===== src/design/nand_cfg_pkg.sv =====
/*
 Constants for the NAND controller configuration, control and status block:
 register byte addresses, field positions, reset values and the timeout FSM.
 Assumes a 32-bit register port decoded on full byte addresses.
*/
package nand_cfg_pkg;

   // Register byte addresses
   localparam logic [31:0] CONFIG_ADDR   = 32'h400e0000;
   localparam logic [31:0] CONTROL_ADDR  = 32'h400e0004;
   localparam logic [31:0] STATUS_ADDR   = 32'h400e0008;
   localparam logic [31:0] IRQ_EN_ADDR   = 32'h400e000c;
   localparam logic [31:0] IRQ_DIS_ADDR  = 32'h400e0010;
   localparam logic [31:0] IRQ_MASK_ADDR = 32'h400e0014;

   localparam int NUM_RDY = 1;

   // Configuration fields
   localparam int PAGE_LSB      = 0;
   localparam int WRITE_SPARE_EN_BIT    = 8;
   localparam int READ_SPARE_EN_BIT    = 9;
   localparam int EDGE_SEL_BIT  = 12;
   localparam int EDGE_MODE_BIT = 13;
   localparam int TOCYC_LSB     = 16;
   localparam int TOMUL_LSB     = 20;
   localparam logic [31:0] CONFIG_RESET = 32'h00000000;
   localparam logic [31:0] CONFIG_WMASK = 32'h007f3303;

   // Control fields
   localparam int CTRL_EN_BIT  = 0;
   localparam int CTRL_DIS_BIT = 1;
   localparam int CTRL_UPD_BIT = 4;

   // Status fields
   localparam int ST_ENABLED  = 0;
   localparam int ST_RISE     = 4;
   localparam int ST_FALL     = 5;
   localparam int ST_ACTIVE   = 8;
   localparam int ST_DIR      = 11;
   localparam int ST_CS_LSB   = 12;
   localparam int ST_XFER     = 16;
   localparam int ST_CMD      = 17;
   localparam int ST_TIMEOUT  = 20;
   localparam int ST_UNDEFINED_AREA_FLAG    = 21;
   localparam int ST_BUSYACC  = 22;
   localparam int ST_SIZEERR  = 23;
   localparam int ST_LINE_LSB = 24;
   localparam logic [31:0] EVT_MASK     = 32'h01f30030;
   localparam logic [31:0] STATUS_RESET = 32'h00000000;

   // Page layout base sizes, scaled by the page code
   localparam logic [12:0] MAIN_BASE  = 13'h0200;
   localparam logic [12:0] SPARE_BASE = 13'h0010;

   localparam logic [1:0] SIZE_WORD = 2'h2;

   typedef enum logic [0:0] {
      TO_IDLE = 1'b0,
      TO_WAIT = 1'b1
   } to_state_e;

   // Multiplier codes 0..7 scale by 1,16,128,256,1024,4096,65536,1048576
   function automatic logic [4:0] timeout_shift(input logic [2:0] code);
      case (code)
         3'h0:    timeout_shift = 5'h00;
         3'h1:    timeout_shift = 5'h04;
         3'h2:    timeout_shift = 5'h07;
         3'h3:    timeout_shift = 5'h08;
         3'h4:    timeout_shift = 5'h0a;
         3'h5:    timeout_shift = 5'h0c;
         3'h6:    timeout_shift = 5'h10;
         default: timeout_shift = 5'h14;
      endcase
   endfunction : timeout_shift

endpackage : nand_cfg_pkg


===== src/design/rdy_edge_detect.sv =====
/*
 Ready/busy pin conditioning: three-stage synchroniser per line, a level
 that changes only when stages two and three agree, and edge pulses.
 Assumes asynchronous pins and a free-running mclk.
*/
`timescale 1ns/1ps
module rdy_edge_detect (
   input  wire logic                           mclk,
   input  wire logic                           reset,
   input  wire logic [nand_cfg_pkg::NUM_RDY-1:0] rdy_pin,
   output logic      [nand_cfg_pkg::NUM_RDY-1:0] rdy_level,
   output logic      [nand_cfg_pkg::NUM_RDY-1:0] rdy_rise,
   output logic      [nand_cfg_pkg::NUM_RDY-1:0] rdy_fall
);

   genvar i;
   generate
      for (i = 0; i < nand_cfg_pkg::NUM_RDY; i++) begin : g_line
         logic [2:0] sync;

         always_ff @(posedge mclk or posedge reset) begin
            if (reset) begin
               // Start at the pulled-up ready level so no false edge follows reset
               sync         <= 3'h7;
               rdy_level[i] <= 1'b1;
               rdy_rise[i]  <= 1'b0;
               rdy_fall[i]  <= 1'b0;
            end else begin
               sync <= {sync[1:0], rdy_pin[i]};
               // Only accept a new level once two stages agree
               if (sync[1] == sync[2]) begin
                  rdy_level[i] <= sync[2];
               end
               rdy_rise[i] <= (sync[1] == sync[2]) && sync[2] && !rdy_level[i];
               rdy_fall[i] <= (sync[1] == sync[2]) && !sync[2] && rdy_level[i];
            end
         end
      end
   endgenerate

endmodule : rdy_edge_detect


===== src/design/nand_ctrl_config_status.sv =====
/*
 Configuration, control and status registers of the NAND controller:
 page layout, spare handling, ready/busy edge flags, data timeout, enable
 state, sticky event flags cleared by a status read, interrupt mask.
 Assumes a single-cycle register port and sequencer events on mclk.
*/
`timescale 1ns/1ps
// Overview of operation
// - Two-bit page code selects 512+16, 1024+32, 2048+64 or 4096+128 bytes
// - Write spare bit clear skips spare area on writes; set writes both
// - Read spare bit clear skips spare area on reads; set reads both
// - Edge select bit picks rising edges at zero, falling edges at one
// - Edge mode zero shows line levels; one shows only transitions
// - Timeout limit is cycle field times 1,16,128,256,1024,4096,65536,1048576
// - No ready rising edge before the limit sets the timeout error flag
// - Timeout flag at bit 20 holds until the status register is read
// - Control bit 0 written one enables, bit 1 written one disables
// - Status bit 0 shows enable state, untouched by status reads
// - Status bit 4 sets on selected line rising edge, clears on read
// - Status bit 5 sets on selected line falling edge, clears on read
// - Status bit 8 shows the controller active on the memory
// - Status bit 11 shows command direction, also set through control
// - Status field holds targeted chip select, also set through control
// - Status bit 16 sets on transfer done, clears on read
// - Status bit 17 sets on command done, clears on read
// - Status bit 21 sets on undefined area access, clears on read
// - Status bit 22 sets on access while busy, clears on read
// - Non-word access to the memory area sets status bit 23
// - Per-line bits from 24 set on configured edge, clear on read
// - Event flags have enable, disable and mask bits at same positions
module nand_ctrl_config_status (
   input  wire logic                           mclk,
   input  wire logic                           reset,
   input  wire logic [31:0]                    reg_addr,
   input  wire logic [31:0]                    reg_wdata,
   input  wire logic                           reg_wr,
   input  wire logic                           reg_rd,
   output logic      [31:0]                    reg_rdata,
   input  wire logic [nand_cfg_pkg::NUM_RDY-1:0] rdy_pin,
   input  wire logic                           cmd_issue,
   input  wire logic                           cmd_is_write,
   input  wire logic [2:0]                     cmd_cs,
   input  wire logic                           ctrl_busy,
   input  wire logic                           xfer_done,
   input  wire logic                           cmd_done,
   input  wire logic                           undefined_area_flag_access,
   input  wire logic                           mem_access,
   input  wire logic [1:0]                     mem_access_size,
   input  wire logic                           rdy_wait_start,
   output logic                                ctrl_enabled,
   output logic      [1:0]                     page_layout_sel,
   output logic      [12:0]                    wr_xfer_bytes,
   output logic      [12:0]                    rd_xfer_bytes,
   output logic                                irq
);

   logic [31:0]                  config_reg;
   logic [31:0]                  flags;
   logic [31:0]                  imask;
   logic [31:0]                  evt_set;
   logic [31:0]                  status_word;
   logic                         op_direction;
   logic [2:0]                   target_cs_id;
   logic                         ctrl_active_flag;
   logic [nand_cfg_pkg::NUM_RDY-1:0] rdy_level;
   logic [nand_cfg_pkg::NUM_RDY-1:0] rdy_rise;
   logic [nand_cfg_pkg::NUM_RDY-1:0] rdy_fall;
   logic [nand_cfg_pkg::NUM_RDY-1:0] line_edge;
   logic                         sel_rise;
   logic                         sel_fall;
   logic                         wr_config;
   logic                         wr_control;
   logic                         rd_status;
   logic                         unmapped;
   logic [12:0]                  main_bytes;
   logic [12:0]                  spare_bytes;
   logic [23:0]                  to_limit;
   logic [23:0]                  to_count;
   logic                         to_expire;
   nand_cfg_pkg::to_state_e      to_state;

   rdy_edge_detect u_rdy (
      .mclk      (mclk),
      .reset     (reset),
      .rdy_pin   (rdy_pin),
      .rdy_level (rdy_level),
      .rdy_rise  (rdy_rise),
      .rdy_fall  (rdy_fall)
   );

   // Address decode
   assign wr_config  = reg_wr && (reg_addr == nand_cfg_pkg::CONFIG_ADDR);
   assign wr_control = reg_wr && (reg_addr == nand_cfg_pkg::CONTROL_ADDR);
   assign rd_status  = reg_rd && (reg_addr == nand_cfg_pkg::STATUS_ADDR);
   assign unmapped   = (reg_wr || reg_rd) &&
                       (reg_addr != nand_cfg_pkg::CONFIG_ADDR) &&
                       (reg_addr != nand_cfg_pkg::CONTROL_ADDR) &&
                       (reg_addr != nand_cfg_pkg::STATUS_ADDR) &&
                       (reg_addr != nand_cfg_pkg::IRQ_EN_ADDR) &&
                       (reg_addr != nand_cfg_pkg::IRQ_DIS_ADDR) &&
                       (reg_addr != nand_cfg_pkg::IRQ_MASK_ADDR);

   always_ff @(posedge mclk or posedge reset) begin
      if (reset) begin
         config_reg <= nand_cfg_pkg::CONFIG_RESET;
      end else if (wr_config) begin
         config_reg <= reg_wdata & nand_cfg_pkg::CONFIG_WMASK;
      end
   end

   // Page layout and transfer sizes
   assign main_bytes  = nand_cfg_pkg::MAIN_BASE << config_reg[nand_cfg_pkg::PAGE_LSB +: 2];
   assign spare_bytes = nand_cfg_pkg::SPARE_BASE << config_reg[nand_cfg_pkg::PAGE_LSB +: 2];

   always_ff @(posedge mclk or posedge reset) begin
      if (reset) begin
         page_layout_sel <= 2'h0;
         wr_xfer_bytes   <= 13'h0000;
         rd_xfer_bytes   <= 13'h0000;
      end else begin
         page_layout_sel <= config_reg[nand_cfg_pkg::PAGE_LSB +: 2];
         wr_xfer_bytes   <= config_reg[nand_cfg_pkg::WRITE_SPARE_EN_BIT] ?
                            main_bytes + spare_bytes : main_bytes;
         rd_xfer_bytes   <= config_reg[nand_cfg_pkg::READ_SPARE_EN_BIT] ?
                            main_bytes + spare_bytes : main_bytes;
      end
   end

   // Enable state; disable wins if both command bits are written
   always_ff @(posedge mclk or posedge reset) begin
      if (reset) begin
         ctrl_enabled <= 1'b0;
      end else if (wr_control) begin
         if (reg_wdata[nand_cfg_pkg::CTRL_DIS_BIT]) begin
            ctrl_enabled <= 1'b0;
         end else if (reg_wdata[nand_cfg_pkg::CTRL_EN_BIT]) begin
            ctrl_enabled <= 1'b1;
         end
      end
   end

   // Command direction and chip select, from the sequencer or software
   always_ff @(posedge mclk or posedge reset) begin
      if (reset) begin
         op_direction <= 1'b0;
         target_cs_id <= 3'h0;
      end else if (wr_control && reg_wdata[nand_cfg_pkg::CTRL_UPD_BIT]) begin
         op_direction <= reg_wdata[nand_cfg_pkg::ST_DIR];
         target_cs_id <= reg_wdata[nand_cfg_pkg::ST_CS_LSB +: 3];
      end else if (cmd_issue) begin
         op_direction <= cmd_is_write;
         target_cs_id <= cmd_cs;
      end
   end

   always_ff @(posedge mclk or posedge reset) begin
      if (reset) begin
         ctrl_active_flag <= 1'b0;
      end else begin
         ctrl_active_flag <= ctrl_busy;
      end
   end

   // With a single ready/busy line every chip select decodes to line 0
   assign sel_rise = rdy_rise[0];
   assign sel_fall = rdy_fall[0];

   genvar i;
   generate
      for (i = 0; i < nand_cfg_pkg::NUM_RDY; i++) begin : g_line
         assign line_edge[i] = config_reg[nand_cfg_pkg::EDGE_SEL_BIT] ?
                               rdy_fall[i] : rdy_rise[i];
      end
   endgenerate

   // Data timeout
   assign to_limit = 24'(config_reg[nand_cfg_pkg::TOCYC_LSB +: 4]) <<
                     nand_cfg_pkg::timeout_shift(config_reg[nand_cfg_pkg::TOMUL_LSB +: 3]);
   assign to_expire = (to_state == nand_cfg_pkg::TO_WAIT) && ctrl_enabled &&
                      !sel_rise && (to_count == to_limit);

   always_ff @(posedge mclk or posedge reset) begin
      if (reset) begin
         to_state <= nand_cfg_pkg::TO_IDLE;
         to_count <= 24'h000000;
      end else begin
         case (to_state)
            nand_cfg_pkg::TO_IDLE: begin
               to_count <= 24'h000000;
               if (rdy_wait_start && ctrl_enabled) begin
                  to_state <= nand_cfg_pkg::TO_WAIT;
               end
            end
            nand_cfg_pkg::TO_WAIT: begin
               to_count <= to_count + 24'h000001;
               if (sel_rise || to_expire || !ctrl_enabled) begin
                  to_state <= nand_cfg_pkg::TO_IDLE;
               end
            end
            default: begin
               to_state <= nand_cfg_pkg::TO_IDLE;
            end
         endcase
      end
   end

   // Event sources for the sticky flags
   always_comb begin
      evt_set = 32'h00000000;
      evt_set[nand_cfg_pkg::ST_RISE]    = sel_rise;
      evt_set[nand_cfg_pkg::ST_FALL]    = sel_fall;
      evt_set[nand_cfg_pkg::ST_XFER]    = xfer_done;
      evt_set[nand_cfg_pkg::ST_CMD]     = cmd_done;
      evt_set[nand_cfg_pkg::ST_TIMEOUT] = to_expire;
      evt_set[nand_cfg_pkg::ST_UNDEFINED_AREA_FLAG]   = undefined_area_flag_access || unmapped;
      evt_set[nand_cfg_pkg::ST_BUSYACC] = mem_access && ctrl_busy;
      evt_set[nand_cfg_pkg::ST_SIZEERR] = mem_access &&
                                 (mem_access_size != nand_cfg_pkg::SIZE_WORD);
      evt_set[nand_cfg_pkg::ST_LINE_LSB +: nand_cfg_pkg::NUM_RDY] = line_edge;
   end

   // A set in the reading cycle survives the clear
   always_ff @(posedge mclk or posedge reset) begin
      if (reset) begin
         flags <= nand_cfg_pkg::STATUS_RESET;
      end else begin
         flags <= ((flags & ~{32{rd_status}}) | evt_set) & nand_cfg_pkg::EVT_MASK;
      end
   end

   always_comb begin
      status_word = flags;
      status_word[nand_cfg_pkg::ST_ENABLED]    = ctrl_enabled;
      status_word[nand_cfg_pkg::ST_ACTIVE]     = ctrl_active_flag;
      status_word[nand_cfg_pkg::ST_DIR]        = op_direction;
      status_word[nand_cfg_pkg::ST_CS_LSB +: 3] = target_cs_id;
      if (!config_reg[nand_cfg_pkg::EDGE_MODE_BIT]) begin
         status_word[nand_cfg_pkg::ST_LINE_LSB +: nand_cfg_pkg::NUM_RDY] = rdy_level;
      end
   end

   // Interrupt enable, disable and mask
   always_ff @(posedge mclk or posedge reset) begin
      if (reset) begin
         imask <= 32'h00000000;
      end else if (reg_wr && (reg_addr == nand_cfg_pkg::IRQ_EN_ADDR)) begin
         imask <= imask | (reg_wdata & nand_cfg_pkg::EVT_MASK);
      end else if (reg_wr && (reg_addr == nand_cfg_pkg::IRQ_DIS_ADDR)) begin
         imask <= imask & ~reg_wdata;
      end
   end

   always_ff @(posedge mclk or posedge reset) begin
      if (reset) begin
         irq <= 1'b0;
      end else begin
         irq <= |(status_word & imask);
      end
   end

   // Read data, valid in the cycle after the strobe
   always_ff @(posedge mclk or posedge reset) begin
      if (reset) begin
         reg_rdata <= 32'h00000000;
      end else if (reg_rd) begin
         case (reg_addr)
            nand_cfg_pkg::CONFIG_ADDR:   reg_rdata <= config_reg;
            nand_cfg_pkg::STATUS_ADDR:   reg_rdata <= status_word;
            nand_cfg_pkg::IRQ_MASK_ADDR: reg_rdata <= imask;
            default:                     reg_rdata <= 32'h00000000;
         endcase
      end
   end
endmodule : nand_ctrl_config_status


===== config.mk =====
export PLATFORM = sky130hd
export DESIGN_NAME = nand_ctrl_config_status
export DESIGN_NICKNAME = d
export VERILOG_FILES = /design/src/design/nand_cfg_pkg.sv /design/src/design/rdy_edge_detect.sv /design/src/design/nand_ctrl_config_status.sv
export SDC_FILE = /design/constraint.sdc
export NUM_CORES = 1
export LEC_CHECK = 0
export BUFFER_PORTS_ARGS = -buffer_cell sky130_fd_sc_hd__buf_2
export CORE_UTILIZATION = 29
export CTS_CLUSTER_DIAMETER = 60
export DETAILED_ROUTE_END_ITERATION = 12
export GPL_TIMING_DRIVEN = 0
export PLACE_DENSITY_LB_ADDON = 0.05
export SETUP_SLACK_MARGIN = 0.02
export SLEW_MARGIN = 20
export SYNTH_ARGS = -nofsm -noshare
export SYNTH_HDL_FRONTEND = slang
export SYNTH_SLANG_ARGS = --single-unit

===== constraint.sdc =====
create_clock -name mclk -period 4.1 [get_ports mclk]
set_clock_uncertainty 0.2 [all_clocks]
set_input_delay 0.41 -clock mclk [delete_from_list [all_inputs] [get_ports mclk]]
set_output_delay 0.41 -clock mclk [all_outputs]
set_load 0.01 [all_outputs]

After elaboration in Yosys (flattened, before gate mapping):

Index checks and enable logic that the tools add are counted.

* output and inout bits: 62
* word-level logic and storage cells: 106
* input bits: 82
* flip-flop bits (word level): 152

* mux-type cells: 18
* eq/ne operators: 21
* shift operators: 3
* bitwise logic cells: 8
* add/sub/neg operators: 2
* reductions and logical operators: 36

Operators with widths (count)
* $eq 32x31->1 const B: 6
* $ne 32x31->1 const B: 6
* $pmux 32 s3: 1
* $mux 32: 2
* $pmux 24 s2: 1
* $pmux 5 s7: 1
* $and 25x32->32: 1
* $and 32x32->32: 1
* $not 32->32: 1
* $or 32x25->32: 1
* $reduce_or 32->1: 1
* $mux 13: 2
* $and 25x25->25: 1
* $not 25->25: 1
* $or 25x25->25: 1
* $add 24x1->24 const B: 1
* $eq 24x24->1: 1
* $shl 4x5->24: 1
* $logic_and 1x1->1: 22
* $add 13x13->13: 1
* $shl 10x2->13 const A: 1
* $shl 5x2->13 const A: 1
* $eq 3x3->1 const B: 3
* $mux 1: 8
* other kinds (12): 22

Logic depth before layout (Yosys ltp):

* depth in word-level cells: 9
* gate-level depth with buffers: 8
* gate-level depth less buffers: 6

By module:

A second synthesis with hierarchy kept.

* cell total of the unflattened synthesis: 619
* area, all modules: 6676.4 sq um

By module, submodules not included
* nand_ctrl_config_status: sequential area each 3303.2 sq um, cells each 605, times used 1, area each 6457.4 sq um
* rdy_edge_detect: sequential area each 155.1 sq um, cells each 14, times used 1, area each 219.0 sq um

Least setup slack after synthesis:

No wires, ideal clock.

* path kind: input port to flip-flop
* from: input reg_addr[25]
* to: register config_reg[0]
* slack: 1.847 ns
* arrival time: 1.925 ns
* buffers on the path: 1
* required time: 3.772 ns
* stages: 7
* library setup time: 0.128 ns
* cell sequence: nor4_1 > nand4_2 > nor2_4 > nand2_2 > nor3_4 > buf_4 > mux2_1

* cells in the longest elaborated chain, start to end: 2

RTL lines
* from (decl): RTL line nand_ctrl_config_status.sv:34 `input wire logic [31:0] reg_addr,`
* $eq 32x31->1: RTL line nand_ctrl_config_status.sv:92 `assign wr_config = reg_wr && (reg_addr == nand_cfg_pkg::CONFIG_ADDR);`
* $logic_and 1x1->1: RTL line nand_ctrl_config_status.sv:92
* to (signal assigned): RTL line nand_ctrl_config_status.sv:105 `config_reg <= nand_cfg_pkg::CONFIG_RESET;`
* to (signal assigned): RTL line nand_ctrl_config_status.sv:107 `config_reg <= reg_wdata & nand_cfg_pkg::CONFIG_WMASK;`
* to (decl): RTL line nand_ctrl_config_status.sv:57 `logic [31:0] config_reg;`

No other way between the ends.
A chain may end at the register's enable or synchronous reset.

Worst setup path after layout:

* from: register config_reg[21]
* to: register flags[20]

* cells in the longest elaborated chain, start to end: 6
* elaborated cells on any way between the ends: 12
* those cells by class: 7 x eq/ne; 1 x shift; 1 x mux; 1 x bitwise; 2 x reduce/logical

RTL lines
* $eq 3x3->1 (tied with other cells): RTL line nand_cfg_pkg.sv:64 `case (code)`
* $pmux 5 s7 *: RTL line nand_cfg_pkg.sv:64
* $shl 4x5->24 *: RTL line nand_ctrl_config_status.sv:177 `assign to_limit = 24'(config_reg[nand_cfg_pkg::TOCYC_LSB +: 4]) <<`
* $eq 24x24->1 *: RTL line nand_ctrl_config_status.sv:180 `!sel_rise && (to_count == to_limit);`
* $logic_and 1x1->1 *: RTL line nand_ctrl_config_status.sv:180
* $or 25x25->25 *: RTL line nand_ctrl_config_status.sv:227 `flags <= ((flags & ~{32{rd_status}}) | evt_set) & nand_cfg_pkg::EVT_MASK;`
* to (signal assigned): RTL line nand_ctrl_config_status.sv:225 `flags <= nand_cfg_pkg::STATUS_RESET;`
* to (signal assigned): RTL line nand_ctrl_config_status.sv:227
* to (decl): RTL line nand_ctrl_config_status.sv:58 `logic [31:0] flags;`

Mark *: on every way between the ends. The rest lies on a longest branch, timed or not.

==> run metrics <==
result of the run complete, no violations; cell area after layout 8750 um2; leading post-synthesis cells by instance count 134 x sky130_fd_sc_hd__dfrtp_1, 35 x sky130_fd_sc_hd__inv_1, 30 x sky130_fd_sc_hd__nand2_1; power density of the placed cells 355 nW/um2; estimated wirelength of the detail-placed design 15.5 mm; proportion of layout cells with a drive suffix above 1 0.283; PnR Total Power 3.11 mW; combined area of all synthesized cells 6750 um2; Buffers on Ports 131; filler-free cell count of the finished design 1120; sum of negative setup slack 0 ns; largest register by flop count reg_rdata; antenna cells 0; most instantiated flip-flop cell in the synthesis netlist sky130_fd_sc_hd__dfrtp_1; top area cells in the synthesized netlist sky130_fd_sc_hd__dfrtp_1 50%, sky130_fd_sc_hd__a21boi_0 3.1%, sky130_fd_sc_hd__and2_1 2.3%, sky130_fd_sc_hd__a22oi_1 2.2%, sky130_fd_sc_hd__o21ai_0 2.2%; Final Hold Fails 0; dominant cell type by area after synthesis sky130_fd_sc_hd__dfrtp_1; number of distinct standard cells referenced by the synthesized netlist 78; count of final setup violators 0; io pins 144; worst-case hold slack 0.00851 ns; area of the core 22700 um2; number of iterations in the first detailed-routing pass 4; CTS tree yes; CTS sink count 138; standard-cell row count 55; fraction of the yosys area taken by sequential cells 0.513; vias in the first global route 5589; Data arrival, critical path 2.57 ns; DP Worst Slack 1.40 ns; Die Area 23900 um2; crit start category flip-flop; clock input transition at the sequential cells of the worst setup and hold paths 0.06 ns; fraction of synthesis flops using an asynchronous set or reset pin 1.00; maximum clock path buffer count 2; overall die height 155 um; mean post-synth cell area 10.6 um2; first-pass GRT wire length 32.4 mm; number of enable flip-flop cells after synthesis 0; number of flip-flops under the largest register name 32; ratio of routed vias to standard cells 4.90; setup repair after global routing missed its margin false; total wirelength of the detailed-routed design 20.6 mm; top flop regs reg_rdata x32, to_count x24, imask x23; initial standard-cell utilization of the core 0.297; highest achievable clock rate 412 MHz; total via count in the routed design 5490; Post-Route Utilization 0.385; headroom to the max-slew limit 0.348; library cell with the highest instance count after synthesis sky130_fd_sc_hd__dfrtp_1; post-route ant nets 0; worst min-delay path category primary input to flip-flop; die width 155 um; global placement routability congestion 0.843; final-report max-slew violation count 0; number of max-cap violations 0; post-layout worst setup margin 1.67 ns; maximum net fanout on the critical path 10; number of violations reported at the end of detailed-routing iteration 0 353; overall track demand over capacity in global routing 0.179; number of synthesized register bits 138; largest net degree at the start of global routing 35; buffers inserted by post-CTS timing repair 0; count of mapped cells out of synthesis 634; critical path endpoint category flip-flop; Pleak 4.03 nW; clock network latency to the later pin of the worst-skew pair 0.42 ns; required time reported for the critical path endpoint 4.25 ns; total placed cells including tap cells 1064; share of the cycle needed by the critical path after routing 0.591; root buf cell sky130_fd_sc_hd__clkbuf_16; yosys warns 0; category of the critical setup timing path flip-flop to flip-flop; post-DR wirelength/cell 18.4 um; clock buffer count from CTS 17; Clock H-tree levels 4; transition time at the pin with the least slew margin 0.965 ns; worst-case vdd ir drop 0.000257 V; antenna violations before repair 1; DRC viols 0; placed cell areas 7910 um2; Final Net Count 907; Yosys top cell area share 0.497; global-route congestion overflow total 0; time the final worst path needs with I/O delays and setup 2.43 ns; area growth from synthesis to layout 29.7%
## timing repair
item	in CTS	in global routing
hold endpoints to repair	37	0
gates resized for setup	0	0
hold buffers	24	0
endpoints found under the setup margin	0	0
## layout by cell type, fill, tap and decap left out, types with 11 or more instances in the layout
cell and n:
sky130_fd_sc_hd__nand2_1 30, sky130_fd_sc_hd__dlygate4sd3_1 24, sky130_fd_sc_hd__inv_1 34, sky130_fd_sc_hd__dfrtp_1 134, sky130_fd_sc_hd__a22oi_1 20, sky130_fd_sc_hd__a22o_1 12
sky130_fd_sc_hd__clkbuf_1 16, sky130_fd_sc_hd__clkbuf_16 17, sky130_fd_sc_hd__o21ai_0 29, sky130_fd_sc_hd__o22ai_1 12, sky130_fd_sc_hd__a21boi_0 28, sky130_fd_sc_hd__buf_4 18
sky130_fd_sc_hd__mux2i_1 11, sky130_fd_sc_hd__buf_2 143, sky130_fd_sc_hd__and2_1 25, sky130_fd_sc_hd__xnor2_1 11, sky130_fd_sc_hd__a21oi_1 19, sky130_fd_sc_hd__nand3_1 28
sky130_fd_sc_hd__nor2_1 25, sky130_fd_sc_hd__xor2_1 11
## power breakdown
group / internal, mW / switching (mW) / total [mW]
clock: 0.822 / 0.716 / 1.54
sequential: 1.38 / 0.0120 / 1.39
combinational: 0.0822 / 0.0968 / 0.179
## metal layers
metal | global-route usage | share of wire | vias to the layer above | wire length (um)
li1 | - | - | 2641 | -
met5 | 0 | 0.00063 | - | 13
met3 | 0.0359 | 0.043 | 17 | 878
met1 | 0.232 | 0.46 | 2671 | 9470
met4 | 0.0405 | 0.011 | 2 | 233
met2 | 0.306 | 0.48 | 159 | 9960
## area by class of cell
cell class                      instances  area, um2
Multi-Input combinational cell        419       2880
Timing Repair Buffer                  160       1010
Buffer                                 51        308
Clock inverter                         15        176
Clock buffer                           17        425
Sequential cell                       138       3460
Fill cell                            2283      14000
Inverter                               35        135
Tap cell                              285        357
## final timing paths
check	from	end	slack, ns	depth (start not counted)
worst max-delay path	config_reg[21]$_DFFE_PP0P_	flags[20]$_DFF_PP0_	1.67	7
worst min-delay path	cmd_done	flags[17]$_DFF_PP0_	0.009	2
worst max register to register	config_reg[21]$_DFFE_PP0P_	flags[20]$_DFF_PP0_	1.67	7
worst min register to register	u_rdy.g_line[0].sync[0]$_DFF_PP1_	u_rdy.g_line[0].sync[1]$_DFF_PP1_	0.16	0
max in group asynchronous	reset	flags[23]$_DFF_PP0_	2.48	6
min in group asynchronous	reset	imask[19]$_DFFE_PP0P_	0.36	3
## kinds of logic after synthesis
kind of cell,synth area share
adder cells (fa/ha/maj),0.00556
XOR/XNOR,0.0286
buffers and inverters,0.0651
multiplexers,0.0480
other,0.000556
flip-flops,0.513
AND/OR/NAND/NOR,0.171
AO/OA/AOI/OAI,0.169
## worst max-delay path: stages, from the launching register on
cell	delay (ns)
sky130_fd_sc_hd__dfrtp_1	0.45
sky130_fd_sc_hd__buf_6	0.17
sky130_fd_sc_hd__nor4b_1	0.44
sky130_fd_sc_hd__nand3b_1	0.13
sky130_fd_sc_hd__a311oi_1	0.33
sky130_fd_sc_hd__nand4_1	0.25
sky130_fd_sc_hd__or2_0	0.27
sky130_fd_sc_hd__o21ai_1	0.12
Note: power is estimated with default switching activity, not from simulation.
